**src/logic/cpu_side_map.svh**
```systemverilog
// register offsets, field positions, vector indices and reset values of the console-facing controller
`ifndef CPU_SIDE_MAP_SVH
`define CPU_SIDE_MAP_SVH

// =====================================================================
// software register offsets
`define CTRL_ADDR        8'h00
`define STATUS_ADDR      8'h04
`define PSW_ADDR         8'h08
`define PC_ADDR          8'h0C
`define VEC_BASE_ADDR    8'h10
`define VEC_ADDR_MASK    8'hF0

// =====================================================================
// control register fields
`define CTRL_REBOOT_BIT  0
`define CTRL_AUX_BIT     1

// =====================================================================
// status register fields
`define STAT_HELD_BIT    0
`define STAT_INHIBIT_BIT 1
`define STAT_ALLOW_BIT   2
`define STAT_RUN_BIT     3
`define STAT_BOOT_BIT    4
`define STAT_AC_LOW_BIT  5

// =====================================================================
// vector table indices: bit 1 picks the bootstrap space, bit 0 picks pc over psw
`define VEC_PSW_IDX      1'b0
`define VEC_PC_IDX       1'b1

// =====================================================================
// reset values
`define PIN_RESET        4'hB // sync reset: ac seen low so power-up waits for the pin, others idle high
`define DATA_ZERO        16'h0000

`endif

```
**src/logic/cpu_side_pkg.sv**
```systemverilog
// types shared by the console-facing controller, the console model and the testbench
package cpu_side_pkg;

    // pins seen from the console, all active low
    typedef struct packed {
        logic boot_switch_n;
        logic ac_power_low_n;
        logic selection_ack_n;
        logic halt_request_n;
    } console_in_type;

    // pins driven toward the console and bootstrap unit
    typedef struct packed {
        logic halt_grant;
        logic boot_allow_n;
        logic clock_inhibit;
    } cpu_out_type;

    typedef enum logic [2:0] {
        PWR_OFF,
        PWR_FETCH_PSW,
        PWR_WAIT_PSW,
        PWR_WAIT_PC,
        PWR_RUN
    } power_state_type;

    typedef enum logic [1:0] {
        HLT_RUN,
        HLT_INHIBIT,
        HLT_GRANT,
        HLT_HELD
    } halt_state_type;

endpackage

```
**src/logic/vector_mem.sv**
```systemverilog
// small vector table: one write port, one read port with registered data
`timescale 1ns/1ps
module vector_mem #(
    parameter int WIDTH = 16,
    parameter int DEPTH = 4,
    parameter int AW    = 2
) (
    // clock and reset
    input  wire logic             core_clk,
    input  wire logic             rst_n,
    // write port
    input  wire logic             wr_en,
    input  wire logic [AW-1:0]    wr_addr,
    input  wire logic [WIDTH-1:0] wr_data,
    // read port
    input  wire logic [AW-1:0]    rd_addr,
    output logic      [WIDTH-1:0] rd_data
);

    logic [WIDTH-1:0] mem_reg [DEPTH];
    logic [WIDTH-1:0] rd_data_reg;

    // storage, no reset on the array
    always_ff @(posedge core_clk) begin
        if (wr_en) begin
            mem_reg[wr_addr] <= wr_data;
        end
    end

    // registered read data
    always_ff @(posedge core_clk or negedge rst_n) begin
        if (!rst_n) begin
            rd_data_reg <= '0;
        end else begin
            rd_data_reg <= mem_reg[rd_addr];
        end
    end

    assign rd_data = rd_data_reg;

endmodule // vector_mem

```
**src/logic/cpu_side_ctrl.sv**
```systemverilog
// processor and supply side controller facing the operator console pins
// Function
// - supply holds boot_allow_n asserted until ac_power_low_n returns high.
// - power-up starts on ac_power_low_n high; boot enabled means vectors from ROM.
// - processor answers asserted halt_request_n with halt_grant high.
// - halt_grant sets ack_hold_ff; processor stays halted while selection_ack_n low.
// - processor inhibits clock before grant, drops grant once selection_ack_n asserted.
//
// Chosen here: the register addresses and strobed register access.
`timescale 1ns/1ps
`include "cpu_side_map.svh"
module cpu_side_ctrl #(
    parameter int DATA_W = 16,
    parameter int ADDR_W = 8
) (
    // clock and reset
    input  wire logic                         core_clk,
    input  wire logic                         rst_n,
    // console pins
    input  wire cpu_side_pkg::console_in_type console_in,
    output cpu_side_pkg::cpu_out_type         cpu_out,
    // software register port
    input  wire logic [ADDR_W-1:0]            addr,
    input  wire logic [DATA_W-1:0]            wr_data,
    input  wire logic                         wr_en,
    input  wire logic                         rd_en,
    output logic      [DATA_W-1:0]            rd_data
);

    // =====================================================================
    // pin synchronisers
    logic [3:0] pin_raw;
    logic [3:0] sync1_reg;
    logic [3:0] sync2_reg;
    logic [3:0] sync3_reg;
    logic [3:0] pin_reg;
    logic [3:0] pin_next;
    localparam logic [3:0] SYNC_RESET = `PIN_RESET;

    assign pin_raw = console_in;

    // three synchroniser flops and an output flop per pin; a change counts once the second and third agree
    for (genvar i = 0; i < 4; i++) begin : g_sync
        always_comb begin
            pin_next[i] = (sync2_reg[i] == sync3_reg[i]) ? sync3_reg[i] : pin_reg[i];
        end

        always_ff @(posedge core_clk or negedge rst_n) begin
            if (!rst_n) begin
                sync1_reg[i] <= SYNC_RESET[i];
                sync2_reg[i] <= SYNC_RESET[i];
                sync3_reg[i] <= SYNC_RESET[i];
                pin_reg[i]   <= SYNC_RESET[i];
            end else begin
                sync1_reg[i] <= pin_raw[i];
                sync2_reg[i] <= sync1_reg[i];
                sync3_reg[i] <= sync2_reg[i];
                pin_reg[i]   <= pin_next[i];
            end
        end
    end

    cpu_side_pkg::console_in_type pins;
    logic                         halt_req_low;
    logic                         sack_low;
    logic                         ac_low;
    logic                         boot_sw_low;

    assign pins         = pin_reg;
    assign halt_req_low = !pins.halt_request_n;
    assign sack_low     = !pins.selection_ack_n;
    assign ac_low       = !pins.ac_power_low_n;
    assign boot_sw_low  = !pins.boot_switch_n;

    // =====================================================================
    // software registers
    logic              reboot_enable_reg;
    logic              reboot_enable_next;
    logic              aux_lost_pulse;
    logic              ctrl_hit;
    logic              vec_hit;
    logic [DATA_W-1:0] rd_data_reg;
    logic [DATA_W-1:0] rd_data_next;
    logic [DATA_W-1:0] status_word;
    logic [DATA_W-1:0] psw_reg;
    logic [DATA_W-1:0] psw_next;
    logic [DATA_W-1:0] pc_reg;
    logic [DATA_W-1:0] pc_next;

    assign ctrl_hit       = wr_en && (addr == `CTRL_ADDR);
    assign vec_hit        = wr_en && ((addr & `VEC_ADDR_MASK) == `VEC_BASE_ADDR);
    assign aux_lost_pulse = ctrl_hit && wr_data[`CTRL_AUX_BIT];

    // =====================================================================
    // supply side boot allow hold
    logic boot_allow_reg;
    logic boot_allow_next;

    // hold boot allow: raised on aux loss, released once ac returns high
    always_comb begin
        boot_allow_next = boot_allow_reg;
        if (!ac_low) begin
            boot_allow_next = 1'b0;
        end
        if (aux_lost_pulse) begin
            boot_allow_next = 1'b1;
        end
    end

    always_ff @(posedge core_clk or negedge rst_n) begin
        if (!rst_n) begin
            boot_allow_reg <= 1'b0;
        end else begin
            boot_allow_reg <= boot_allow_next;
        end
    end

    // =====================================================================
    // power-up sequencer
    cpu_side_pkg::power_state_type pwr_state_reg;
    cpu_side_pkg::power_state_type pwr_state_next;
    logic                          boot_sel_reg;
    logic                          boot_sel_next;
    logic [1:0]                    vec_rd_addr;
    logic [DATA_W-1:0]             vec_rd_data;

    // vector choice: bootstrap space when boot was enabled during power-down
    assign vec_rd_addr = (pwr_state_reg == cpu_side_pkg::PWR_FETCH_PSW) ? {boot_sel_reg, `VEC_PSW_IDX}
                                                                         : {boot_sel_reg, `VEC_PC_IDX};

    // power-up: latch boot choice, fetch psw then pc
    always_comb begin
        pwr_state_next = pwr_state_reg;
        boot_sel_next  = boot_sel_reg;
        psw_next       = psw_reg;
        pc_next        = pc_reg;
        case (pwr_state_reg)
            cpu_side_pkg::PWR_OFF: begin
                if (ac_low) begin
                    boot_sel_next = boot_sel_reg | reboot_enable_reg | boot_sw_low | boot_allow_reg;
                end else begin
                    pwr_state_next = cpu_side_pkg::PWR_FETCH_PSW;
                end
            end
            cpu_side_pkg::PWR_FETCH_PSW: begin
                pwr_state_next = cpu_side_pkg::PWR_WAIT_PSW;
            end
            cpu_side_pkg::PWR_WAIT_PSW: begin
                psw_next       = vec_rd_data;
                pwr_state_next = cpu_side_pkg::PWR_WAIT_PC;
            end
            cpu_side_pkg::PWR_WAIT_PC: begin
                pc_next        = vec_rd_data;
                pwr_state_next = cpu_side_pkg::PWR_RUN;
            end
            cpu_side_pkg::PWR_RUN: begin
                boot_sel_next = 1'b0;
            end
            default: begin
                pwr_state_next = cpu_side_pkg::PWR_OFF;
            end
        endcase
        if (ac_low && (pwr_state_reg != cpu_side_pkg::PWR_OFF)) begin
            pwr_state_next = cpu_side_pkg::PWR_OFF;
            boot_sel_next  = reboot_enable_reg | boot_sw_low | boot_allow_reg;
        end
    end

    always_ff @(posedge core_clk or negedge rst_n) begin
        if (!rst_n) begin
            pwr_state_reg <= cpu_side_pkg::PWR_OFF;
            boot_sel_reg  <= 1'b0;
            psw_reg       <= `DATA_ZERO;
            pc_reg        <= `DATA_ZERO;
        end else begin
            pwr_state_reg <= pwr_state_next;
            boot_sel_reg  <= boot_sel_next;
            psw_reg       <= psw_next;
            pc_reg        <= pc_next;
        end
    end

    // vector table written by software, read by the sequencer
    vector_mem #(
        .WIDTH (DATA_W),
        .DEPTH (4),
        .AW    (2)
    ) u_vec (
        .core_clk (core_clk),
        .rst_n    (rst_n),
        .wr_en    (vec_hit),
        .wr_addr  (addr[3:2]),
        .wr_data  (wr_data),
        .rd_addr  (vec_rd_addr),
        .rd_data  (vec_rd_data)
    );

    // =====================================================================
    // halt handshake
    cpu_side_pkg::halt_state_type halt_state_reg;
    cpu_side_pkg::halt_state_type halt_state_next;
    logic                         grant_reg;
    logic                         grant_next;
    logic                         inhibit_reg;
    logic                         inhibit_next;

    // inhibit clock, then grant, hold while selection ack low
    always_comb begin
        halt_state_next = halt_state_reg;
        grant_next      = 1'b0;
        inhibit_next    = inhibit_reg;
        case (halt_state_reg)
            cpu_side_pkg::HLT_RUN: begin
                inhibit_next = 1'b0;
                if (halt_req_low && (pwr_state_reg == cpu_side_pkg::PWR_RUN)) begin
                    halt_state_next = cpu_side_pkg::HLT_INHIBIT;
                    inhibit_next    = 1'b1;
                end
            end
            cpu_side_pkg::HLT_INHIBIT: begin
                halt_state_next = cpu_side_pkg::HLT_GRANT;
                grant_next      = 1'b1;
            end
            cpu_side_pkg::HLT_GRANT: begin
                if (sack_low) begin
                    halt_state_next = cpu_side_pkg::HLT_HELD;
                end else if (!halt_req_low) begin
                    halt_state_next = cpu_side_pkg::HLT_RUN;
                    inhibit_next    = 1'b0;
                end else begin
                    grant_next = 1'b1;
                end
            end
            cpu_side_pkg::HLT_HELD: begin
                if (!sack_low) begin
                    halt_state_next = cpu_side_pkg::HLT_RUN;
                    inhibit_next    = 1'b0;
                end
            end
            default: begin
                halt_state_next = cpu_side_pkg::HLT_RUN;
                inhibit_next    = 1'b0;
            end
        endcase
    end

    always_ff @(posedge core_clk or negedge rst_n) begin
        if (!rst_n) begin
            halt_state_reg <= cpu_side_pkg::HLT_RUN;
            grant_reg      <= 1'b0;
            inhibit_reg    <= 1'b0;
        end else begin
            halt_state_reg <= halt_state_next;
            grant_reg      <= grant_next;
            inhibit_reg    <= inhibit_next;
        end
    end

    // =====================================================================
    // register read and control write
    always_comb begin
        status_word                     = `DATA_ZERO;
        status_word[`STAT_HELD_BIT]     = (halt_state_reg == cpu_side_pkg::HLT_HELD);
        status_word[`STAT_INHIBIT_BIT]  = inhibit_reg;
        status_word[`STAT_ALLOW_BIT]    = boot_allow_reg;
        status_word[`STAT_RUN_BIT]      = (pwr_state_reg == cpu_side_pkg::PWR_RUN);
        status_word[`STAT_BOOT_BIT]     = boot_sel_reg;
        status_word[`STAT_AC_LOW_BIT]   = ac_low;
        reboot_enable_next              = ctrl_hit ? wr_data[`CTRL_REBOOT_BIT] : reboot_enable_reg;
        rd_data_next                    = `DATA_ZERO;
        if (rd_en) begin
            case (addr)
                `CTRL_ADDR:   rd_data_next[`CTRL_REBOOT_BIT] = reboot_enable_reg;
                `STATUS_ADDR: rd_data_next = status_word;
                `PSW_ADDR:    rd_data_next = psw_reg;
                `PC_ADDR:     rd_data_next = pc_reg;
                default:      rd_data_next = `DATA_ZERO;
            endcase
        end
    end

    always_ff @(posedge core_clk or negedge rst_n) begin
        if (!rst_n) begin
            reboot_enable_reg <= 1'b0;
            rd_data_reg       <= `DATA_ZERO;
        end else begin
            reboot_enable_reg <= reboot_enable_next;
            rd_data_reg       <= rd_data_next;
        end
    end
    // outputs straight from flops
    assign rd_data               = rd_data_reg;
    assign cpu_out.halt_grant    = grant_reg;
    assign cpu_out.boot_allow_n  = !boot_allow_reg;
    assign cpu_out.clock_inhibit = inhibit_reg;
    // =====================================================================
    // checks
    a_grant_after_inhibit: assert property (@(posedge core_clk) disable iff (!rst_n)
        $rose(grant_reg) |-> inhibit_reg && $past(inhibit_reg))
        else $error("grant raised without clock inhibited first");
    a_grant_answers_req: assert property (@(posedge core_clk) disable iff (!rst_n)
        (halt_state_reg == cpu_side_pkg::HLT_RUN) && halt_req_low && (pwr_state_reg == cpu_side_pkg::PWR_RUN)
        |-> ##2 grant_reg)
        else $error("halt request not granted two cycles later");
    a_grant_drops_sack: assert property (@(posedge core_clk) disable iff (!rst_n)
        grant_reg && sack_low |=> !grant_reg [*2])
        else $error("grant kept after selection ack");
    a_allow_holds_ac: assert property (@(posedge core_clk) disable iff (!rst_n)
        boot_allow_reg && ac_low |=> boot_allow_reg)
        else $error("boot allow dropped while ac still low");
    a_allow_ends_ac: assert property (@(posedge core_clk) disable iff (!rst_n)
        !ac_low && !aux_lost_pulse |=> !boot_allow_reg)
        else $error("boot allow held after ac high");
    a_powerup_sequence: assert property (@(posedge core_clk) disable iff (!rst_n)
        (pwr_state_reg == cpu_side_pkg::PWR_OFF) && !ac_low ##1 !ac_low [*4]
        |-> pwr_state_reg == cpu_side_pkg::PWR_RUN)
        else $error("power-up did not finish in four cycles");
    a_boot_space_fetch: assert property (@(posedge core_clk) disable iff (!rst_n)
        (pwr_state_reg == cpu_side_pkg::PWR_WAIT_PSW) |-> pc_next == $past(pc_reg) && psw_next == vec_rd_data
        && vec_rd_addr == {boot_sel_reg, `VEC_PC_IDX})
        else $error("vector fetch used wrong space or entry");
    a_held_no_grant: assert property (@(posedge core_clk) disable iff (!rst_n)
        (halt_state_reg == cpu_side_pkg::HLT_HELD) |-> !grant_reg && inhibit_reg)
        else $error("clock not inhibited while halted");
endmodule // cpu_side_ctrl

```
**config.mk**
```make
export PLATFORM = sky130hd
export DESIGN_NAME = cpu_side_ctrl
export DESIGN_NICKNAME = d
export VERILOG_FILES = /design/src/logic/cpu_side_pkg.sv /design/src/logic/vector_mem.sv /design/src/logic/cpu_side_ctrl.sv
export VERILOG_INCLUDE_DIRS = /design/src /design/src/logic
export SDC_FILE = /design/constraint.sdc
export NUM_CORES = 1
export LEC_CHECK = 0
export BUFFER_PORTS_ARGS = -buffer_cell sky130_fd_sc_hd__buf_4
export CAP_MARGIN = 20
export CORE_MARGIN = 1
export CORE_UTILIZATION = 46
export CTS_BUF_LIST = sky130_fd_sc_hd__clkbuf_8
export CTS_CLUSTER_DIAMETER = 80
export DETAILED_ROUTE_END_ITERATION = 6
export PLACE_DENSITY = 0.73
export SLEW_MARGIN = 20
export SYNTH_ARGS = -nofsm -noshare
export SYNTH_HDL_FRONTEND = slang
export SYNTH_SLANG_ARGS = --single-unit
```
**constraint.sdc**
```tcl
create_clock -name core_clk -period 3.4 [get_ports core_clk]
set_input_delay 0 -clock core_clk [delete_from_list [all_inputs] [get_ports core_clk]]
set_output_delay 0 -clock core_clk [all_outputs]
set_load 0.01 [all_outputs]
```
# After elaboration in Yosys (flattened, before gate mapping)
# Memory sizes are Yosys's and may differ from the RTL's. A register that Yosys moved wholly into a read port is not among the register bits.
# Index checks and enable logic that the tools add are counted.
# word_totals
mem_count	1
mem_bits_rw	64
wordCells	103
reg_bits	74
# op_classes
eq_ne	23
n_reduce_logical	21
mux	27
bitwise	5
# mem_list
memory	words	word_bits	rd	rd_clocked_by_memory_dff	write_ports	line_no	rtl
u_vec.mem_reg	4	16	1	1	1	vector_mem.sv:20	logic [WIDTH-1:0] mem_reg [DEPTH];
# op_table
cell	count
one-hot mux 15 bit (3 select lines)	1
equality test 8 x 4 -> 1 bit (second input constant)	2
2-to-1 mux 16 bit	1
one-hot mux 3 bit (5 select lines)	1
2-to-1 mux 1 bit	13
inequality test 3 bit (second input constant)	3
nonzero test 3 bit	3
equality test 8 x 3 -> 1 bit (second input constant)	1
logical NOT 8 bit	1
2-to-1 mux 2 bit	4
inequality test 2 bit (second input constant)	4
one-hot mux 2 bit (4 select lines)	1
equality test 3 x 2 -> 1 bit (second input constant)	2
2-to-1 mux 3 bit	2
logical AND 1 bit	5
logical NOT 1 bit	5
bitwise OR 1 bit	5
equality test 1 bit	4
equality test 2 bit (second input constant)	2
equality test 4 x 1 -> 1 bit (second input constant)	1
one-hot mux 1 bit (2 select lines)	2
one-hot mux 1 bit (4 select lines)	1
AND reduction 2 bit	2
AND reduction 4 bit	1
9 further kinds	9

# Logic depth before layout (Yosys ltp)
# Gate-level depths: netlist of run 1.
# logic_depth
ltp_word	6
depth_mapped	5

# Modules after synthesis
# From an unflattened synthesis of run 1, not the netlist that was laid out.
# unflattened
cells_unflattened	311
area_unflattened_um2	5774.3
# by_module_without_submodules
module	area_per_inst_um2	cells_each	seq_area_each_um2	instances
cpu_side_ctrl	2996.6	207	1866.8	1
vector_mem	2777.7	104	2322.2	1

# Worst setup path before layout of run 1
# No wires, ideal clock.
# synth_timing
path_kind	input to register
start	input addr[2]
end	memory u_vec.mem_reg[3][0] (enable)
setup_slack_ns	1.302
setup_ns	0.409
path_stages	4
t_arrival_ns	1.689
path_buffers	2
cell_sequence	buf_2 buf_2 inv_1 nor3_1
# synth_rtl
element	line_no	rtl
start, declared	cpu_side_ctrl.sv:23	input wire logic [ADDR_W-1:0] addr,
end, declared	vector_mem.sv:20	
# No word-level cell before the write port.

# Worst setup path in the final report of run 1
# layout_timing
start	input addr[0]
end	register rd_data_reg[0] (netlist: rd_data[0])
# layout_between
elab_chain_cells	3
elab_cells_between_ends	6
# layout_lines
element	line_no	rtl
equality test 8 x 4 -> 1 bit, or another cell as far along	cpu_side_ctrl.sv:272	case (addr)
one-hot mux 1 bit (4 select lines) (*)	cpu_side_ctrl.sv:272	
2-to-1 mux 16 bit (*)	cpu_side_ctrl.sv:271	if (rd_en) begin
named net rd_data_next[0]	cpu_side_ctrl.sv:83	logic [DATA_W-1:0] rd_data_next;
end signal, assigned	cpu_side_ctrl.sv:285	rd_data_reg <= `DATA_ZERO;
end signal, assigned	cpu_side_ctrl.sv:288	rd_data_reg <= rd_data_next;
end, declared	cpu_side_ctrl.sv:82	logic [DATA_W-1:0] rd_data_reg;
# Mark *: on every way through the listed nets, which the timed path passes. The rest lies on a longest branch.
# A chain may end at the register's enable or synchronous reset.

==> run summary, run 1 <==
The worst setup path is captured at a register. The worst hold-check path type is in2reg. Among all stages on the critical path, the largest delay is contributed by dlygate4sd3_1.

The signal on the critical path passes through dlygate4sd3_1 -> buf_4 -> nor3_1 -> dlygate4sd3_1 -> nand3_1 -> dlygate4sd3_1 -> nor2b_1. The number of failing setup endpoints in the final timing report came out at 0. The buffer levels on the longest clock path came out at 2. The simple-gate share of the synthesized area came out at 4.18%. In this run the critical register-to-register path is captured at inhibit_reg. The final layout contains routed wiring with a total length of 9.47 mm. The CTS clock-pin slew for the worst setup and hold paths came out at 0.07 ns. The worst ir drop on vdd came out at 267 uV. The first global-routing pass estimated 15.9 mm of wire. The max-slew violation total from the final report is 0.

After Yosys synthesis, full adders, half adders and majority gates account for 1.99% of the synthesized area. The count of nets after finishing is 442. The register with the most flip-flops in the layout has 64 of them.

The data arrival time of the critical path is 2.50 ns. The initial antenna violation count is 0. In this run the clock root is driven by a clkbuf_8. The data required time of the critical path is 3.77 ns.

The worst-skew pair later-pin latency came out at 0.44 ns. The routability-driven placement congestion ratio came out at 0.725. The post-synthesis xor/xnor area fraction is 0.152%. The fraction of the core area covered by cells at the end of the flow is 58.3%. The Yosys step of the flow raised 0 warnings. The number of nets produced by synthesis is 348. The synthesis-to-finish area growth came out at 22.3%. For the final routed database, the setup TNS stands at 0 ns.

Dividing the detail-routed via count by the number of cells gives 5.01. The post-CTS resize count came out at 0. The number of buffers inserted by post-CTS setup repair came out at 0. Subtracting the final worst setup slack from the clock period gives 2.13 ns. Along the worst path, the maximum fanout reaches 6.

The total of max-cap violations came out at 0. The maximum single-stage delay on the critical path is 0.65 ns. The post-synthesis instance total came out at 310. The average instance area after synthesis came out at 18.6 sq um. The normalized max-slew margin is 36.5%. The worst setup skew after layout came out at 0.0126 ns. The achievable frequency is 469 MHz.

The die is 114 um wide. The startpoint identified for the worst hold timing path is addr[6]. The final period utilization came out at 62.7%.

The number of clock sinks is 154. The DRC violation count after routing came out at 0. The most frequently used flop master after synthesis is dfrtp_1. Before antenna repair, the detailed router went through 4 iterations. The minimum setup slack among reg-to-reg paths is 1.38 ns. The first routing iteration left 117 violations.

The synthesized design contains 154 register bits. The library cell used most frequently in the layout, excluding fill and tap cells, is dfrtp_1. The TritonCTS buffer count came out at 17. The launch instance of the worst register-to-register path is halt_state_reg[0]. Summing all non-filler instances in the final layout gives an area of 7070 sq um. The placement row count is 40. Of the synthesized area, sequential elements account for 72.5%. The depth of the worst register-to-register path is 5. Pin placement for this block handled 51 I/O pins.

The global routing usage summed across all routing layers came out at 16.7%. The cell that appears most often on the critical path is dlygate4sd3_1. The cell area reported after detailed placement came out at 6350 sq um. The pin count of the biggest net entering global routing is 65.

By startpoint and endpoint, the worst setup path is classified as in2reg. For this design the ratio of total power to cell area is 656 nW/um^2. The slew at the pin closest to its max-slew limit came out at 0.950 ns.

The quantity of I/O buffers inserted on ports is 50. The remaining global-route overflow came out at 0. The total power came out at 4.63 mW. The number of inserted diodes is 0. The TritonCTS clock tree is built. The share of synthesized registers carrying an async set or reset came out at 58.4%. The post-detailed-placement half-perimeter wirelength came out at 5.78 mm. The multiplexer share of the synthesized area is 16.8%.

The area of the die came out at 13,000 sq um. The end point of the worst hold path is rd_data[3]. The number of hold violations in the final report came out at 0. The number of synthesized flops with an enable pin is 64. The initial core utilization came out at 47.7%. The H-tree was split into 4 levels.

By area, the combinational part of the netlist is dominated by multiplexers. The vertical extent of the die is 114 um. The fraction of the mapped netlist area in compound gates came out at 2.47%.

The core region area came out at 12,100 sq um. The proportion of layout cells with a drive suffix above 1 came out at 36.7%. The flow ran to the end, and the final reports show no timing, DRC or antenna violations. In this run, distinct cell masters in the synthesized netlist total 39. The static leakage power came out at 2.88 nW. Once detail routing completed, the nets flagged for antenna violations numbered 0. The detailed router placed 2,930 vias in this run. The mean routed wirelength per cell is 16.2 um. The worst setup path is launched from an input pin.

Setup repair after global routing left no endpoint under its margin. The total standard cell area after synthesis is 5780 sq um. The worst hold slack came out at 0.0547 ns. The worst hold path was traced through 4 stages. The number of global-route vias before repair came out at 3,114.

The top cell types in the final layout, fill and taps aside, are 78 x dfrtp_1, 64 x edfxtp_1, 57 x buf_4.
## timing repair
action | 4_1_cts | 5_1_grt
hold buffers | 30 | 0
endpoints found under the hold margin | 136 | 0
setup endpoints to repair | 0 | 0
## how the worst max path moves through the flow
stage | startpoint | end | slack (ns) | depth (start not counted)
floorplan | addr[2] | u_vec.mem_reg[3][0] | 1.30 | 4
global placement | halt_state_reg[0] | inhibit_reg | 1.48 | 5
detailed placement | halt_state_reg[0] | inhibit_reg | 1.39 | 5
CTS | addr[0] | rd_data[0] | 1.31 | 7
global route | addr[0] | rd_data[0] | 1.16 | 7
finish | addr[0] | rd_data[0] | 1.27 | 7
## report_power, final
part	switching [mW]	internal (mW)	leakage (nW)
Combinational	0.310	0.478	0.990
Clock	0.657	0.749	0.217
Sequential	0.198	2.24	1.67
## per-layer routing
layer  up-vias  part of all wire [%]  track usage (%)
met5         -                     0                0
met3        15                   4.0             4.66
li1       1358                     -                -
met2        53                    51             26.9
met4         0                   1.8             7.71
met1      1504                    43             21.0
## synth_stat cells (4+ instances only)
library cell  number  area (sq um)
edfxtp_1          64          1920
a22oi_1            4          30.0
nor2b_1            4          25.0
nor3_1             5          25.0
ha_1               6          75.1
buf_2              4          20.0
nor2_1            19          71.3
maj3_1             4          40.0
mux4_2             6           135
dfrtp_1           78          1950
mux4_1            11           289
mux2i_1           12           120
inv_1              7          26.3
dfstp_2           12           315
mux2_2            38           428
## final cells by class
cell class / count / area [sq um]
clock inverters: 14 / 169
fillers: 930 / 5050
inverters: 7 / 26.3
flip-flops and latches: 154 / 4190
well taps: 168 / 210
multi-input cells: 137 / 1500
clock buffers: 18 / 248
repair buffers: 87 / 728
## stage by stage
step	setup WS, ns	std cells
finish	1.27	585
global route	1.16	585
CTS	1.31	585
detailed placement	1.39	523
global placement	1.48	523
floorplan	1.30	310
## cells by family after synthesis
group	count (synthesis)
adder cells (fa/ha/maj)	10
buffers and inverters	19
multiplexers	67
flip-flops	154
AO/OA/AOI/OAI	16
AND/OR/NAND/NOR	43
XOR/XNOR	1
## critical path, delay by kind of cell
kind,cells,cell delay [ns]
buffers and inverters,4,1.92
AND/OR/NAND/NOR,3,0.58
Power figures use the tool's default switching activity.
==> inputs of run 2 (changes only) <==
- clock period: 3.4 -> 2 ns (I/O delays scaled with it)
==> run summary, run 2 (synthesized netlist as in run 1, its figures left out) <==
The run finished with clean final reports. The net count of the finished layout is 444. The number of DRC markers after the initial detailed-route iteration is 175. The analysis attributes to cell leakage a power of 2.90 nW. The buffer levels on the longest clock path came out at 2. The core region area came out at 12,100 sq um.

The power density over the cells is 1130 nW/um^2. Setup violations remaining at the end of the flow were counted as 0. The TritonCTS buffer count is 17. Measured on the finished design, the core utilization comes to 58.9%. The tree is rooted in a clkbuf_8.

The area growth from synthesis to layout is 23.5%. The achievable frequency is 537 MHz. The post-route standard cell area excluding fillers came out at 7130 sq um. The mean routed wirelength per cell is 16.8 um. After clock tree synthesis, the clock-pin slew on the worst setup and hold paths is 0.07 ns. The DRC violation count after routing came out at 0. Once the clock tree was built, the setup fixing pass inserted 0 buffers. The first-pass iteration count of the detailed router is 4. The initial core utilization came out at 47.7%. The placement row count came out at 40. For the final routed database, the setup TNS stands at 0 ns. On the critical path the largest part of the delay comes from flip-flops. The count of nets left with antenna violations once routing finished came out at 0. The final period utilization is 93.1%. From bottom edge to top edge, the die measures 114 um. The signal on the critical path passes through inv_1 -> ha_1 -> and3b_1 -> a2111oi_4 -> mux2_2. The total of max-cap violations came out at 0. The area of the die came out at 13,000 sq um.

For this design the top-level I/O count stands at 51. At the pin with the least slew margin, the transition time is 0.588 ns. The remaining global-route overflow is 0. The design draws 8.05 mW. The finished layout holds 586 standard cells, fillers aside.

The post-detailed-placement half-perimeter wirelength is 5.99 mm. The tree built by TritonCTS fans out to 154 sinks. The worst-case IR drop observed on VDD is 460 uV. The number of global-route vias before repair is 3,257.

The proportion of layout cells with a drive suffix above 1 is 37.6%. The wire length of the first global-routing pass is 16.3 mm. After detailed routing, the total wire length is 9.85 mm.

The path class of the tightest hold or removal check is in2reg. The maximum fanout along the worst path came out at 5. Summing all placed instances gives a cell area of 6400 sq um. The TritonCTS clock tree is built. The worst pin sits at a relative slew slack of 60.7%.

The area used by sequential logic in the layout came out at 4190 sq um. The combined area of the multi-input logic cells is 1510 sq um. The quantity of I/O buffers inserted on ports is 50. After global routing, the most crowded layer is met2. The max-slew violation total from the final report is 0.

Setup repair after global routing left no endpoint under its margin. The maximum single-stage delay on the critical path is 0.41 ns. The met3 global-route usage came out at 4.66%. The kind of end point of the critical path is a register. After detailed placement, the design holds a cell count of 526. At the end of routability-driven placement, the weighted congestion stood at 0.799. Entering global routing, the biggest net connects 57 pins.

The met1 usage in global routing is 21.0%. The routed via count divided by cell count came out at 5.09. The x dimension of the die is 114 um. The worst setup skew after layout came out at 0.0127 ns. The initial antenna violation count came to 0.

The data arrival time of the critical path came out at 2.18 ns. The number of antenna diodes in the final layout is 0. The number of buffers and inverters on the critical path is 1.

The total number of H-tree levels is 4. Global routing used 17.2% of the available tracks. The data required time of the critical path came out at 2.31 ns.

The library cells used most frequently in the layout, excluding fill and tap cells, are 78 x dfrtp_1, 64 x edfxtp_1, 58 x buf_4. Across all layers, the routed design uses 2,980 vias. The worst setup path is of the reg2reg kind. The number of flip-flops in the largest register came out at 64.

The global-route track usage on met2 is 28.5%. Leaving out fill and tap cells, the most frequent cell in the layout is dfrtp_1. Clock latency on the worst-skew pair, taken at its later pin, is 0.43 ns. The final critical-path required period came out at 1.86 ns. The critical path launch point type is a register.

The fill cell instance count of the final layout came out at 946. The slowest cell on the critical path is dfrtp_1. The number of hold violations in the final report came out at 0.
## run 2: changes by cell type in the layout (fill, tap and decap cells not counted), sizes merged
cell         delta
inv             -2
clkinvlp        -1
dlygate4sd3     -1
clkbuf          +3
clkinv          -1
buf             +3
## run 2: cell type report
class	count	share of cell area [%]
flip-flops and latches	154	58.7
multi-input cells	137	21.2
repair buffers	89	10.7
clock buffers	21	4.05
well taps	168	2.95
clock inverters	10	1.96
inverters	7	0.368
## run 2: final timing paths
check                                   from           endpoint  slack [ns]  depth (start not counted)
setup / recovery           halt_state_reg[0]        inhibit_reg        0.14                          5
hold / removal                       addr[0]  reboot_enable_reg        0.06                          4
max in group asynchronous              rst_n        rd_data[11]        1.27                          3
hold reg to reg                 sync1_reg[2]       sync2_reg[2]        0.35                          0
min in group asynchronous              rst_n         psw_reg[0]        0.08                          2
setup reg to reg           halt_state_reg[0]        inhibit_reg        0.14                          5
## run 2: repair_timing
item,4_1_cts,5_1_grt
gates cloned,0,0
endpoints found under the setup margin,1,1
pin swaps,0,0
hold buffers,29,0
endpoints found under the hold margin,166,0
gates resized for setup,1,2
## run 2: stage by stage
stage,hold slack [ns],setup slack (ns)
after floorplan,-0.296,-0.0774
after global placement,-0.0232,0.156
after detailed placement,-0.0199,-0.00463
after CTS,0.00680,0.0652
after global routing,0.0576,0.0330
final,0.0582,0.137
## run 2: report_power, final
| part | leakage, nW | switching (mW) | internal [mW] |
|---|---|---|---|
| logic | 1.00 | 0.613 | 0.875 |
| clock network | 0.224 | 1.08 | 1.37 |
| registers | 1.67 | 0.296 | 3.81 |
| total | 2.90 | 1.99 | 6.06 |
## run 2: tightest hold or removal path, delay by kind of cell
family,cells,cell delay (ns)
buffers and inverters,1,0.08
and+or+nand+nor,2,0.21
muxes,1,0.16
## run 2: per-layer routing
metal	vias to the layer above	routed length, um
met5	-	0
li1	1356	-
met4	0	128
met1	1540	4230
met3	12	392
met2	72	5100
